==> config.mk <==
export PLATFORM = sky130hd
export DESIGN_NAME = irq_pin_router
export DESIGN_NICKNAME = d
export VERILOG_FILES = /design/src/shared/irq_router_pkg.sv /design/src/shared/irq_pin_if.sv /design/src/hdl/irq_pin_driver.sv /design/src/hdl/irq_pin_router.sv
export SDC_FILE = /design/constraint.sdc
export NUM_CORES = 1
export LEC_CHECK = 0
export BUFFER_PORTS_ARGS = -buffer_cell sky130_fd_sc_hd__buf_4
export CAP_MARGIN = 15
export CORE_ASPECT_RATIO = 1.75
export CORE_MARGIN = 3
export CORE_UTILIZATION = 50
export CTS_BUF_LIST = sky130_fd_sc_hd__clkbuf_4
export DETAILED_ROUTE_END_ITERATION = 12
export PLACE_DENSITY = 0.7
export SLEW_MARGIN = 20
export SYNTH_ARGS = -nofsm -noshare
export SYNTH_HDL_FRONTEND = slang
export SYNTH_SLANG_ARGS = --single-unit
==> constraint.sdc <==
create_clock -name clk_i -period 3.1 [get_ports clk_i]
set_clock_uncertainty 0.15 [all_clocks]
set_input_delay 0.465 -clock clk_i [delete_from_list [all_inputs] [get_ports clk_i]]
set_output_delay 0.465 -clock clk_i [all_outputs]
set_load 0.01 [all_outputs]
==> src/shared/irq_router_pkg.sv <==
// constants for the interrupt pin router
package irq_router_pkg;
    localparam logic [7:0] OFS_PIN_CONTROL = 8'h45;
    localparam logic [7:0] OFS_FIRST_ROUTING = 8'h46;
    localparam logic [7:0] OFS_SECOND_ROUTING = 8'h47;
    localparam logic [7:0] OFS_ENABLE_MASK = 8'h48;
    localparam logic [7:0] OFS_MOTION_MASK = 8'h49;
    localparam logic [7:0] OFS_SECOND_RELEASE = 8'h3d;

    localparam logic [7:0] RST_PIN_CONTROL = 8'h44;
    localparam logic [7:0] RST_FIRST_ROUTING = 8'hff;
    localparam logic [7:0] RST_SECOND_ROUTING = 8'h00;
    localparam logic [7:0] RST_ENABLE_MASK = 8'hc0;
    localparam logic [7:0] RST_MOTION_MASK = 8'h3f;
    localparam logic [7:0] MOTION_MASK_BITS = 8'h3f;

    // pin control field positions
    localparam int SECOND_ENABLE_BIT = 7;
    localparam int SECOND_POLARITY_BIT = 6;
    localparam int SECOND_MODE_LSB = 4;
    localparam int FIRST_ENABLE_BIT = 3;
    localparam int FIRST_POLARITY_BIT = 2;
    localparam int FIRST_MODE_LSB = 0;

    // source bit positions, shared by routing and enable mask
    localparam int SRC_BUFFER_FULL = 7;
    localparam int SRC_WATERMARK = 6;
    localparam int SRC_WAKEUP = 5;
    localparam int SRC_BACKSLEEP = 4;
    localparam int SRC_AUX_TWO = 3;
    localparam int SRC_AUX_ONE = 2;
    localparam int SRC_ACCEL_TEMP = 1;
    localparam int SRC_GYRO = 0;

    localparam logic [1:0] MODE_LATCHED = 2'h0;
    localparam logic [1:0] MODE_PULSE_SHORT = 2'h1;
    localparam logic [1:0] MODE_PULSE_LONG = 2'h2;
    localparam logic [1:0] MODE_REAL_TIME = 2'h3;

    localparam int CLK_MHZ = 100;
    localparam int PULSE_SHORT_US = 40;
    localparam int PULSE_LONG_US = 160;
    localparam int PULSE_SHORT_CYCLES = PULSE_SHORT_US * CLK_MHZ;
    localparam int PULSE_LONG_CYCLES = PULSE_LONG_US * CLK_MHZ;
    localparam int COUNT_W = 16;
endpackage

==> src/shared/irq_pin_if.sv <==
// configuration and event bundle between router and one pin driver
`timescale 1ns/1ps
`default_nettype none
interface irq_pin_if;
    logic enable;
    logic polarity;
    logic [1:0] mode;
    logic event_level;
    logic clear;
    modport ctl (output enable, polarity, mode, event_level, clear);
    modport pin (input enable, polarity, mode, event_level, clear);
endinterface
`default_nettype wire

==> src/hdl/irq_pin_driver.sv <==
// one interrupt pin: latch, pulse or real-time shaping and polarity
`timescale 1ns/1ps
`default_nettype none
module irq_pin_driver #(
    parameter int COUNT_W = irq_router_pkg::COUNT_W,
    parameter int SHORT_CYCLES = irq_router_pkg::PULSE_SHORT_CYCLES,
    parameter int LONG_CYCLES = irq_router_pkg::PULSE_LONG_CYCLES
) (
    input wire logic clk_i,
    input wire logic rst_b_i,
    irq_pin_if.pin cfg,
    output logic pin_o
);
    logic event_q;
    logic held;
    logic [COUNT_W-1:0] count;
    logic trigger;
    logic active;

    assign trigger = cfg.event_level & ~event_q;

    always_ff @(posedge clk_i or negedge rst_b_i) begin
        if (!rst_b_i) begin
            event_q <= 1'b0;
        end else begin
            event_q <= cfg.event_level;
        end
    end

    // latched hold: a new trigger beats a simultaneous clear
    always_ff @(posedge clk_i or negedge rst_b_i) begin
        if (!rst_b_i) begin
            held <= 1'b0;
        end else if (trigger) begin
            held <= 1'b1;
        end else if (cfg.clear) begin
            held <= 1'b0;
        end
    end

    always_ff @(posedge clk_i or negedge rst_b_i) begin
        if (!rst_b_i) begin
            count <= '0;
        end else if (trigger &&
                     cfg.mode == irq_router_pkg::MODE_PULSE_SHORT) begin
            count <= COUNT_W'(SHORT_CYCLES);
        end else if (trigger &&
                     cfg.mode == irq_router_pkg::MODE_PULSE_LONG) begin
            count <= COUNT_W'(LONG_CYCLES);
        end else if (count != '0) begin
            count <= count - 1'b1;
        end
    end

    always_comb begin
        case (cfg.mode)
            irq_router_pkg::MODE_LATCHED: active = held;
            irq_router_pkg::MODE_PULSE_SHORT: active = count != '0;
            irq_router_pkg::MODE_PULSE_LONG: active = count != '0;
            irq_router_pkg::MODE_REAL_TIME: active = cfg.event_level;
            default: active = 1'b0;
        endcase
    end

    // disabled pin rests at the inactive level of its own polarity
    always_ff @(posedge clk_i or negedge rst_b_i) begin
        if (!rst_b_i) begin
            pin_o <= 1'b0;
        end else if (cfg.enable && active) begin
            pin_o <= cfg.polarity;
        end else begin
            pin_o <= ~cfg.polarity;
        end
    end
endmodule // irq_pin_driver
`default_nettype wire

==> src/hdl/irq_pin_router.sv <==
// interrupt source masking, routing and pin control registers
`timescale 1ns/1ps
`default_nettype none
// Functional notes
// - a disabled pin holds its inactive level; enabled pin follows sources.
// - polarity bit picks asserted level: 0 drives low, 1 drives high.
// - latch mode 00 holds the pin asserted until the source is cleared.
// - latch mode 01 asserts a triggered pin for about 40 us.
// - latch mode 10 asserts a triggered pin for about 160 us.
// - latch mode 11 follows the live interrupt condition.
// - first pin routing, one bit per source, resets to all ones.
// - second pin routing, same layout, resets to all zeros.
// - enable mask per source, resets to buffer full and watermark only.
// - direction mask qualifies wake-up and back-to-sleep per axis sign.
// - pin control holds enable, polarity, mode for second then first pin.
// - reading the second release location clears its sources, returns zero.
module irq_pin_router #(
    parameter int SHORT_CYCLES = irq_router_pkg::PULSE_SHORT_CYCLES,
    parameter int LONG_CYCLES = irq_router_pkg::PULSE_LONG_CYCLES
) (
    input wire logic clk_i,
    input wire logic rst_b_i,
    input wire logic [7:0] reg_addr_i,
    input wire logic [7:0] reg_wdata_i,
    input wire logic reg_write_i,
    input wire logic reg_read_i,
    output logic [7:0] reg_rdata_o,
    input wire logic buffer_full_i,
    input wire logic watermark_i,
    input wire logic [5:0] wakeup_dir_i,
    input wire logic [5:0] backsleep_dir_i,
    input wire logic aux_two_ready_i,
    input wire logic aux_one_ready_i,
    input wire logic accel_temp_ready_i,
    input wire logic gyro_ready_i,
    input wire logic first_src_clear_i,
    output logic second_src_clear_o,
    output logic irq_pin_first_o,
    output logic irq_pin_second_o
);
    logic [7:0] interrupt_pin_control;
    logic [7:0] first_pin_source_routing;
    logic [7:0] second_pin_source_routing;
    logic [7:0] interrupt_enable_mask;
    logic [7:0] motion_direction_mask;
    logic [7:0] sources;
    logic [7:0] qualified;
    logic [7:0] next_rdata;
    logic wakeup_event;
    logic backsleep_event;
    logic write_pin_control;
    logic write_first_routing;
    logic write_second_routing;
    logic write_enable_mask;
    logic write_motion_mask;
    logic second_release_read;

    irq_pin_if first_cfg ();
    irq_pin_if second_cfg ();

    // motion events only count on enabled axis directions
    assign wakeup_event =
        |(wakeup_dir_i & motion_direction_mask[5:0]);
    assign backsleep_event =
        |(backsleep_dir_i & motion_direction_mask[5:0]);

    always_comb begin
        sources = 8'h00;
        sources[irq_router_pkg::SRC_BUFFER_FULL] = buffer_full_i;
        sources[irq_router_pkg::SRC_WATERMARK] = watermark_i;
        sources[irq_router_pkg::SRC_WAKEUP] = wakeup_event;
        sources[irq_router_pkg::SRC_BACKSLEEP] = backsleep_event;
        sources[irq_router_pkg::SRC_AUX_TWO] = aux_two_ready_i;
        sources[irq_router_pkg::SRC_AUX_ONE] = aux_one_ready_i;
        sources[irq_router_pkg::SRC_ACCEL_TEMP] = accel_temp_ready_i;
        sources[irq_router_pkg::SRC_GYRO] = gyro_ready_i;
    end

    assign qualified = sources & interrupt_enable_mask;

    // register bank: one write strobe per location
    assign write_pin_control = reg_write_i &&
        reg_addr_i == irq_router_pkg::OFS_PIN_CONTROL;
    assign write_first_routing = reg_write_i &&
        reg_addr_i == irq_router_pkg::OFS_FIRST_ROUTING;
    assign write_second_routing = reg_write_i &&
        reg_addr_i == irq_router_pkg::OFS_SECOND_ROUTING;
    assign write_enable_mask = reg_write_i &&
        reg_addr_i == irq_router_pkg::OFS_ENABLE_MASK;
    assign write_motion_mask = reg_write_i &&
        reg_addr_i == irq_router_pkg::OFS_MOTION_MASK;

    always_ff @(posedge clk_i or negedge rst_b_i) begin
        if (!rst_b_i) begin
            interrupt_pin_control <= irq_router_pkg::RST_PIN_CONTROL;
        end else if (write_pin_control) begin
            interrupt_pin_control <= reg_wdata_i;
        end
    end

    always_ff @(posedge clk_i or negedge rst_b_i) begin
        if (!rst_b_i) begin
            first_pin_source_routing <= irq_router_pkg::RST_FIRST_ROUTING;
        end else if (write_first_routing) begin
            first_pin_source_routing <= reg_wdata_i;
        end
    end

    always_ff @(posedge clk_i or negedge rst_b_i) begin
        if (!rst_b_i) begin
            second_pin_source_routing <= irq_router_pkg::RST_SECOND_ROUTING;
        end else if (write_second_routing) begin
            second_pin_source_routing <= reg_wdata_i;
        end
    end

    always_ff @(posedge clk_i or negedge rst_b_i) begin
        if (!rst_b_i) begin
            interrupt_enable_mask <= irq_router_pkg::RST_ENABLE_MASK;
        end else if (write_enable_mask) begin
            interrupt_enable_mask <= reg_wdata_i;
        end
    end

    // reserved top bits stay zero
    always_ff @(posedge clk_i or negedge rst_b_i) begin
        if (!rst_b_i) begin
            motion_direction_mask <= irq_router_pkg::RST_MOTION_MASK;
        end else if (write_motion_mask) begin
            motion_direction_mask <=
                reg_wdata_i & irq_router_pkg::MOTION_MASK_BITS;
        end
    end

    assign second_release_read = reg_read_i &&
        reg_addr_i == irq_router_pkg::OFS_SECOND_RELEASE;

    // release read yields zero and a one-cycle clear to the source logic
    always_ff @(posedge clk_i or negedge rst_b_i) begin
        if (!rst_b_i) begin
            second_src_clear_o <= 1'b0;
        end else begin
            second_src_clear_o <= second_release_read;
        end
    end

    // unmapped locations and the release location read as zero
    always_comb begin
        next_rdata = 8'h00;
        case (reg_addr_i)
            irq_router_pkg::OFS_PIN_CONTROL:
                next_rdata = interrupt_pin_control;
            irq_router_pkg::OFS_FIRST_ROUTING:
                next_rdata = first_pin_source_routing;
            irq_router_pkg::OFS_SECOND_ROUTING:
                next_rdata = second_pin_source_routing;
            irq_router_pkg::OFS_ENABLE_MASK:
                next_rdata = interrupt_enable_mask;
            irq_router_pkg::OFS_MOTION_MASK:
                next_rdata = motion_direction_mask;
            irq_router_pkg::OFS_SECOND_RELEASE:
                next_rdata = 8'h00;
            default:
                next_rdata = 8'h00;
        endcase
    end

    always_ff @(posedge clk_i or negedge rst_b_i) begin
        if (!rst_b_i) begin
            reg_rdata_o <= 8'h00;
        end else if (reg_read_i) begin
            reg_rdata_o <= next_rdata;
        end
    end

    // each pin takes its own enable, polarity and mode fields
    assign first_cfg.enable =
        interrupt_pin_control[irq_router_pkg::FIRST_ENABLE_BIT];
    assign first_cfg.polarity =
        interrupt_pin_control[irq_router_pkg::FIRST_POLARITY_BIT];
    assign first_cfg.mode =
        interrupt_pin_control[irq_router_pkg::FIRST_MODE_LSB +: 2];
    assign first_cfg.event_level =
        |(qualified & first_pin_source_routing);
    assign first_cfg.clear = first_src_clear_i;

    assign second_cfg.enable =
        interrupt_pin_control[irq_router_pkg::SECOND_ENABLE_BIT];
    assign second_cfg.polarity =
        interrupt_pin_control[irq_router_pkg::SECOND_POLARITY_BIT];
    assign second_cfg.mode =
        interrupt_pin_control[irq_router_pkg::SECOND_MODE_LSB +: 2];
    assign second_cfg.event_level =
        |(qualified & second_pin_source_routing);
    assign second_cfg.clear = second_release_read;

    // both pins share one shaping design
    irq_pin_driver #(
        .COUNT_W(irq_router_pkg::COUNT_W),
        .SHORT_CYCLES(SHORT_CYCLES),
        .LONG_CYCLES(LONG_CYCLES)
    ) first_driver (
        .clk_i(clk_i),
        .rst_b_i(rst_b_i),
        .cfg(first_cfg),
        .pin_o(irq_pin_first_o)
    );

    irq_pin_driver #(
        .COUNT_W(irq_router_pkg::COUNT_W),
        .SHORT_CYCLES(SHORT_CYCLES),
        .LONG_CYCLES(LONG_CYCLES)
    ) second_driver (
        .clk_i(clk_i),
        .rst_b_i(rst_b_i),
        .cfg(second_cfg),
        .pin_o(irq_pin_second_o)
    );
endmodule // irq_pin_router
`default_nettype wire

==> key figures, run 1 <==
STA
  • Fin crit share: 81.69%
  • Worst-Margin Slew: 0.7323 ns
  • RSZ-0062 raised after global routing: false
  • Setup TNS: 0 ns
  • Final Critical Period: 2.532 ns
  • Hold_ws: 0.03100 ns
  • Final hold vios: 0
  • Final setup fails: 0
  • Slew HR: 50.73%
  • Fin. max-slew vios: 0
  • Max Fclk: 394.9 MHz

Pwr
  • Seq pwr share: 58.6%
  • Combinational share of power: 12.4%
  • PwrDens: 439.7 mW/mm²
  • Clock Power Share: 29.0%
  • Pleak: 2.156 nW
  • Max VDD drop: about 0.32 mV
  • Sw Ratio: 29.11%
  • NetSw: 656.2 µW
  • Cell internal pwr: roughly 1.6 mW

Global route
  • Largest net degree at the start of global routing: 46
  • Vias in the first global route: 3617
  • Final global-route overflow total: 0
  • Global Route Usage Sum: 22.10%
  • Initial antenna violation count: 1
  • First-pass GRT wire length: about 18000 µm

Clock network
  • Post-cts sizing count: 0
  • CTS Root Cell: clkbuf_4
  • Maximum root-to-sink buffer count: 2
  • Clk Latency, worst-skew pair: roughly 0.46 ns
  • CTS Sinks: 85
  • TritonCTS buffer count: 9
  • Clk slew on worst S/H paths: 0.15 ns
  • H-Tree Depth: 3
  • CTS tree: done
  • Post-CTS Setup Inserts: 0

Setup path
  • Critical Path RT: around 3.3 ns
  • R2R Setup Slk: 0.57 ns
  • Kind of critical path: reg -> reg
  • CP Capture Type: flip-flop
  • Critical Path Fanout Max: 9
  • Setup crit start kind: flip-flop
  • Worst EP arrival: 2.75 ns

Layout
  • Layout cell share with drive strength beyond 1: a little under a third
  • Commonest non-fill, non-tap cells in the layout: dfrtp_1 (67), buf_4 (58), mux2_2 (37), nor2_1 (34), inv_1 (25)
  • Final #Nets: around 520
  • Post-route cell area: ~0.0051 mm²
  • Non-filler instance count after layout: 596
  • Commonest non-fill, non-tap cell in the layout: dfrtp_1
  • Area Growth Syn to Fin: 15.70%

Drt
  • Post-detailed-route DRC marker count: 0
  • WL/cell: ~17 µm
  • Routed Wire Length: 10370 µm
  • Vias: 3460
  • Routed Antenna Nets: 0
  • Drt pass-1 iters: 6
  • Vias per cell: 5.805
  • Iteration-0 DRC Markers: 240

Floorplanning
  • Site Rows: 44
  • Die H: 130.5 µm
  • Die width: 77.17 µm
  • Total die area: around 0.01 mm²
  • Core box area: 0.008478 mm²
  • Initial Util: 52.27%
  • I/O pin count: 50

Placement
  • Placed Area: 0.004971 mm²
  • GPL Wtd Cong: 0.9234
  • Buffers on Ports: 49
  • DP HPWL: 7831 µm
  • Cells after DPL: 578

Job
  • Maxcap violations: 0

Synthesis
  • Synthesized flop and latch total: 85
  • Cell Area, Synth: 0.004432 mm²
  • Syn Nets: 461
  • Post-synth EDFFs: 0
  • Yosys synthesis warning count: 0
  • FFs w/ async S/R, synth: 100.0%
  • Syn avg cell area: 10.76 µm²
  • Primary FF master, synth: dfrtp_1
  • Post-Synthesis Cells: about 410
  • Netlist cell types: 55
  • Post-synthesis sequential area ratio: 48.50%

Outcome
  • Outcome: finished, final reports clean

Min path
  • Worst min path class: in -> reg
[metrics by stage]
stage	total power [mW]	util, %	worst slack, ns
finish	2.255	60.48	0.5677
global route	2.369	60.48	0.3215
floorplan	1.479	-	0.8048
detailed placement	1.621	58.63	0.4555
CTS	2.271	60.45	0.5796
global placement	1.603	58.63	0.4972
[sequential cells by signal, summed over array words and instances, names as in the netlist, 6 cells and up]
| name | flops |
|---|---|
| first_driver.count | 16 |
| second_driver.count | 16 |
| first_pin_source_routing | 8 |
| interrupt_enable_mask | 8 |
| interrupt_pin_control | 8 |
| reg_rdata_o | 8 |
| second_pin_source_routing | 8 |
| motion_direction_mask | 6 |
[synth_stat cells (all sizes together), types with 2 or more instances]
cell / count / area (µm²)
dfrtp: 67 / 1677
mux2: 37 / 416.7
nor2: 34 / 127.6
nand2: 27 / 113.9
inv: 25 / 93.84
nand3: 19 / 95.09
dfstp: 18 / 473.0
nor3: 17 / 135.1
xor2: 15 / 131.4
o21ai: 13 / 65.06
a22oi: 12 / 90.09
a31oi: 11 / 68.82
ha: 10 / 125.1
nor4: 9 / 83.83
a21oi: 8 / 40.04
a222oi: 8 / 80.08
nand2b: 7 / 43.79
xnor2: 7 / 61.31
nand4: 5 / 31.28
nor2b: 5 / 31.28
buf: 4 / 28.78
nor3b: 4 / 30.03
o41ai: 4 / 35.03
or3b: 4 / 35.03
a21o: 3 / 22.52
and3: 3 / 18.77
clkbuf: 3 / 11.26
mux2i: 3 / 30.03
o211ai: 3 / 22.52
or3: 3 / 18.77
a211o: 2 / 17.52
a211oi: 2 / 15.01
a311oi: 2 / 17.52
nand3b: 2 / 15.01
nor4b: 2 / 17.52
o22ai: 2 / 12.51
or4: 2 / 15.01
or4b: 2 / 20.02
[area by class of cell]
type	instances	area (µm²)
clock buffers	9	67.56
inverters	25	93.84
multi-input cells	295	2148
diodes	1	2.502
repair buffers	59	445.4
clock inverters	7	76.32
flip-flops and latches	85	2150
well taps	115	143.9
fillers	744	3351
[final timing paths]
kind,startpoint,to,cells after the start
setup / recovery,first_driver.count[0],first_driver.count[10],7
hold / removal,reg_addr_i[7],second_src_clear_o,2
setup reg to reg,first_driver.count[0],first_driver.count[10],7
hold reg to reg,second_driver.held,second_driver.held,2
max in group asynchronous,rst_b_i,motion_direction_mask[3],3
min in group asynchronous,rst_b_i,first_driver.count[9],2
[timing repair]
item,CTS,global route
endpoints found under the hold margin,34,0
endpoints found under the setup margin,0,0
hold buffers,1,0
[power groups by stage]
stage / Clock, mW / Combinational (mW) / Sequential [mW]
floorplan: 0 / 0.163 / 1.32
global placement: 0 / 0.268 / 1.33
detailed placement: 0 / 0.279 / 1.34
CTS: 0.669 / 0.281 / 1.32
global route: 0.713 / 0.316 / 1.34
finish: 0.654 / 0.279 / 1.32
[critical path, stage by stage, from the launching register on]
cell and delay [ns]:
dfrtp_1 0.41, inv_1 0.10, ha_1 0.19, nor3b_1 0.50, nand3_1 0.39, nor2_1 0.33
nor3_1 0.10, a211o_1 0.27
[cell families after synthesis]
family                     Yosys count  synth area share (%)
xor gates and xnor gates            22                 4.348
buffers and inverters               32                 3.021
muxes                               40                 10.08
AOI/OAI and AO/OA                   74                 11.75
and+or+nand+nor                    149                 19.48
DFF                                 85                 48.50
adders and majority gates           10                 2.823
[metal layers]
layer,vias to the layer above,share of wire [%],track usage [%]
met5,-,0,0
met4,0,2.4,9.224
met3,19,4.6,3.704
met2,116,54,41.21
met1,1687,39,24.81
li1,1638,-,-
Note: power is estimated with default switching activity, not from simulation.
==> inputs of run 2 (changes only) <==
--- a/config.mk
+++ b/config.mk
@@ -12,7 +12,7 @@
 export CORE_UTILIZATION = 50
 export CTS_BUF_LIST = sky130_fd_sc_hd__clkbuf_4
 export DETAILED_ROUTE_END_ITERATION = 12
-export PLACE_DENSITY = 0.7
+export PLACE_DENSITY = 0.73
 export SLEW_MARGIN = 20
 export SYNTH_ARGS = -nofsm -noshare
 export SYNTH_HDL_FRONTEND = slang
==> constraint.sdc (replaced) <==
create_clock -name clk_i -period 2.3 [get_ports clk_i]
set_clock_uncertainty 0.15 [all_clocks]
set_input_delay 0.345 -clock clk_i [delete_from_list [all_inputs] [get_ports clk_i]]
set_output_delay 0.345 -clock clk_i [all_outputs]
set_load 0.01 [all_outputs]
==> run 2 against run 1 <==
Net effect: first-iteration DRC count increased by 33%; via count rose by 5.1%; sequential share of layout area shrank 2.7 points; worst setup slack got worse by 0.42 ns; total power increased by 38%; register-to-register slack got worse by 0.42 ns; global-route usage increased by 0.90 points; largest power group unchanged.
==> key figures, run 2 (synthesis gave the netlist of run 1 again) <==
Outcome
  • Outcome: finished, final reports clean (unchanged)

Layout
  • Area Growth Syn to Fin: 23.52% (was 15.70%)
  • Final #Nets: 558 (was 524)
  • Antenna diodes: 0 (was 1)
  • Sequential Area: 0.002150 mm² (unchanged)
  • Commonest non-fill, non-tap cell in the layout: buf_4 (was dfrtp_1)
  • Number of fill cells: 704 (was 744)
  • Top flop regs: first_driver.count (16), second_driver.count (16) (unchanged)
  • Multi-input logic area: 0.002188 mm² (was 0.002148 mm²)
  • Layout cell share with drive strength beyond 1: 34.44% (was 30.63%)
  • Commonest non-fill, non-tap cells in the layout: buf_4 (80), dfrtp_1 (67), mux2_2 (37), nor2_1 (34), inv_1 (25) (was dfrtp_1 (67), buf_4 (58), mux2_2 (37), nor2_1 (34), inv_1 (25))

Floorplanning
  • I/O pin count: 50 (unchanged)
  • Site Rows: 44 (unchanged)
  • Total die area: 0.01007 mm² (unchanged)
  • Die width: 77.17 µm (unchanged)
  • Die H: 130.5 µm (unchanged)
  • Core box area: 0.008478 mm² (unchanged)
  • Initial Util: 52.27% (unchanged)

STA
  • RSZ-0062 raised after global routing: false (unchanged)
  • Worst-Margin Slew: 0.5845 ns (was 0.7323 ns)
  • Fin crit share: 93.52% (was 81.69%)
  • Setup TNS: 0 ns (unchanged)
  • Final hold vios: 0 (unchanged)
  • Final setup fails: 0 (unchanged)
  • Final Critical Period: 2.151 ns (was 2.532 ns)
  • Max Fclk: 464.9 MHz (was 394.9 MHz)
  • Fin. max-slew vios: 0 (unchanged)
  • Slew HR: 61.03% (was 50.73%)

Pwr
  • Cell internal pwr: 2.195 mW (was 1.598 mW)
  • Clock Power Share: 28.9% (was 29.0%)
  • Combinational share of power: 13.5% (was 12.4%)
  • Sw Ratio: 29.57% (was 29.11%)
  • Seq pwr share: 57.6% (was 58.6%)
  • Power Total: 3.117 mW (was 2.255 mW)
  • Max VDD drop: 0.6384 mV (was 0.3175 mV)
  • PwrDens: 569.4 mW/mm² (was 439.7 mW/mm²)
  • Pleak: 2.347 nW (was 2.156 nW)
  • NetSw: 921.8 µW (was 656.2 µW)

Setup path
  • RR Startpoint: first_driver.count[0] (unchanged)
  • Max stage delay on crit path: 0.42 ns (was 0.50 ns)
  • Kind of critical path: reg -> reg (unchanged)
  • Critical Path Fanout Max: 3 (was 9)
  • Crit path capture: first_driver.count[12] (was first_driver.count[10])
  • CP Capture Type: flip-flop (unchanged)
  • Critical Path RT: 2.54 ns (was 3.32 ns)
  • Worst EP arrival: 2.39 ns (was 2.75 ns)
  • RR Endpoint: first_driver.count[12] (was first_driver.count[10])
  • R2R Setup Slk: 0.15 ns (was 0.57 ns)
  • Worst path slowest cell: dfrtp_1 (was nor3b_1)
  • Critical path's most frequent cell: or3_1
  • Setup crit start kind: flip-flop (unchanged)
  • Path depth of the worst reg2reg path: 7 (unchanged)
  • Crit. Startpoint: first_driver.count[0] (unchanged)
  • Crit-path cells: inv_1 > ha_1 > nor3b_4 > nand3_1 > or3_1 > or3_1 > a31oi_1 (was inv_1 > ha_1 > nor3b_1 > nand3_1 > nor2_1 > nor3_1 > a211o_1)

Drt
  • Post-detailed-route DRC marker count: 0 (unchanged)
  • Routed Wire Length: 10810 µm (was 10370 µm)
  • Drt pass-1 iters: 5 (was 6)
  • Routed Antenna Nets: 0 (unchanged)
  • WL/cell: 17.18 µm (was 17.40 µm)
  • Iteration-0 DRC Markers: 318 (was 240)
  • Vias per cell: 5.779 (was 5.805)
  • Vias: 3635 (was 3460)

Global route
  • Final global-route overflow total: 0 (unchanged)
  • Global Route Usage Sum: 23.00% (was 22.10%)
  • Initial antenna violation count: 0 (was 1)
  • Largest net degree at the start of global routing: 45 (was 46)
  • First-pass GRT wire length: 18080 µm (was 17520 µm)
  • Vias in the first global route: 3760 (was 3617)

Clock network
  • CTS Root Cell: clkbuf_4 (unchanged)
  • Clk slew on worst S/H paths: 0.14 ns (was 0.15 ns)
  • H-Tree Depth: 3 (unchanged)
  • Clk Latency, worst-skew pair: 0.46 ns (about the same)
  • Maximum root-to-sink buffer count: 2 (unchanged)
  • CTS tree: done (unchanged)
  • CTS Sinks: 85 (unchanged)
  • TritonCTS buffer count: 9 (unchanged)

Min path
  • Worst min path class: in -> reg (unchanged)

Placement
  • Buffers on Ports: 49 (unchanged)
  • DP HPWL: 8215 µm (was 7831 µm)
  • GPL Wtd Cong: 0.9189 (was 0.9234)

Job
  • Maxcap violations: 0 (unchanged)
## run 2: power by group through the flow
| stage | Combinational, mW | Sequential (mW) | Clock (mW) |
|---|---|---|---|
| 3_3_place_gp | 0.383 | 1.80 | 0 |
| 2_1_floorplan | 0.219 | 1.77 | 0 |
| 5_1_grt | 0.479 | 1.82 | 0.980 |
| 4_1_cts | 0.415 | 1.78 | 0.929 |
| 6_report | 0.420 | 1.80 | 0.901 |
| 3_5_place_dp | 0.399 | 1.81 | 0 |
## run 2: cell type report
type / count / area share, %
clock buffer: 9 / 1.234
inverter: 25 / 1.714
sequential: 85 / 39.27
tap: 115 / 2.629
multi-input combinational: 295 / 39.98
clock inverter: 7 / 1.463
timing repair buffer: 93 / 13.71
## run 2: worst min path at each step
stage          slack (ns)          start                        to  cells after the start
6_report             0.10  reg_addr_i[5]        second_src_clear_o                      4
5_1_grt              0.08  reg_addr_i[6]        second_src_clear_o                      4
4_1_cts              0.07  reg_addr_i[2]        second_src_clear_o                      4
3_5_place_dp         0.23        rst_b_i  interrupt_enable_mask[4]                      1
3_3_place_gp         0.22        rst_b_i  interrupt_enable_mask[4]                      1
2_1_floorplan       -0.10        rst_b_i     first_driver.count[0]                      0
## run 2: stage by stage
step / util (%) / setup WS (ns) / cells / area [µm²] / hold slack, ns
after floorplan: - / 0.1248 / 412 / 4432 / -0.1006
after global placement: 60.97 / 0.06594 / 601 / 5169 / 0.2244
after detailed placement: 60.97 / 0.01788 / 601 / 5169 / 0.2299
after CTS: 64.01 / 0.01897 / 628 / 5426 / 0.07106
after global routing: 64.57 / 0.02615 / 629 / 5474 / 0.07893
final: 64.57 / 0.1491 / 629 / 5474 / 0.1034
## run 2: timing repair
action / 4_1_cts / 5_1_grt
hold endpoints to repair: 63 / 0
endpoints found under the setup margin: 0 / 30
buffers inserted: 0 / 1
resized for setup: 0 / 7
hold buffers: 11 / 0
## run 2: critical path, delay by kind of cell, from the launching register on
kind / cells / cell delay, ns
buf+inv: 1 / 0.10
compound gates: 1 / 0.17
fa+ha+maj: 1 / 0.21
simple gates: 4 / 1.06
flops: 1 / 0.42
## run 2: per-layer routing
metal	part of all wire, %	track usage (%)
met1	38	24.91
met2	56	42.89
met3	3.8	4.733
met4	2.9	10.38
met5	0	0
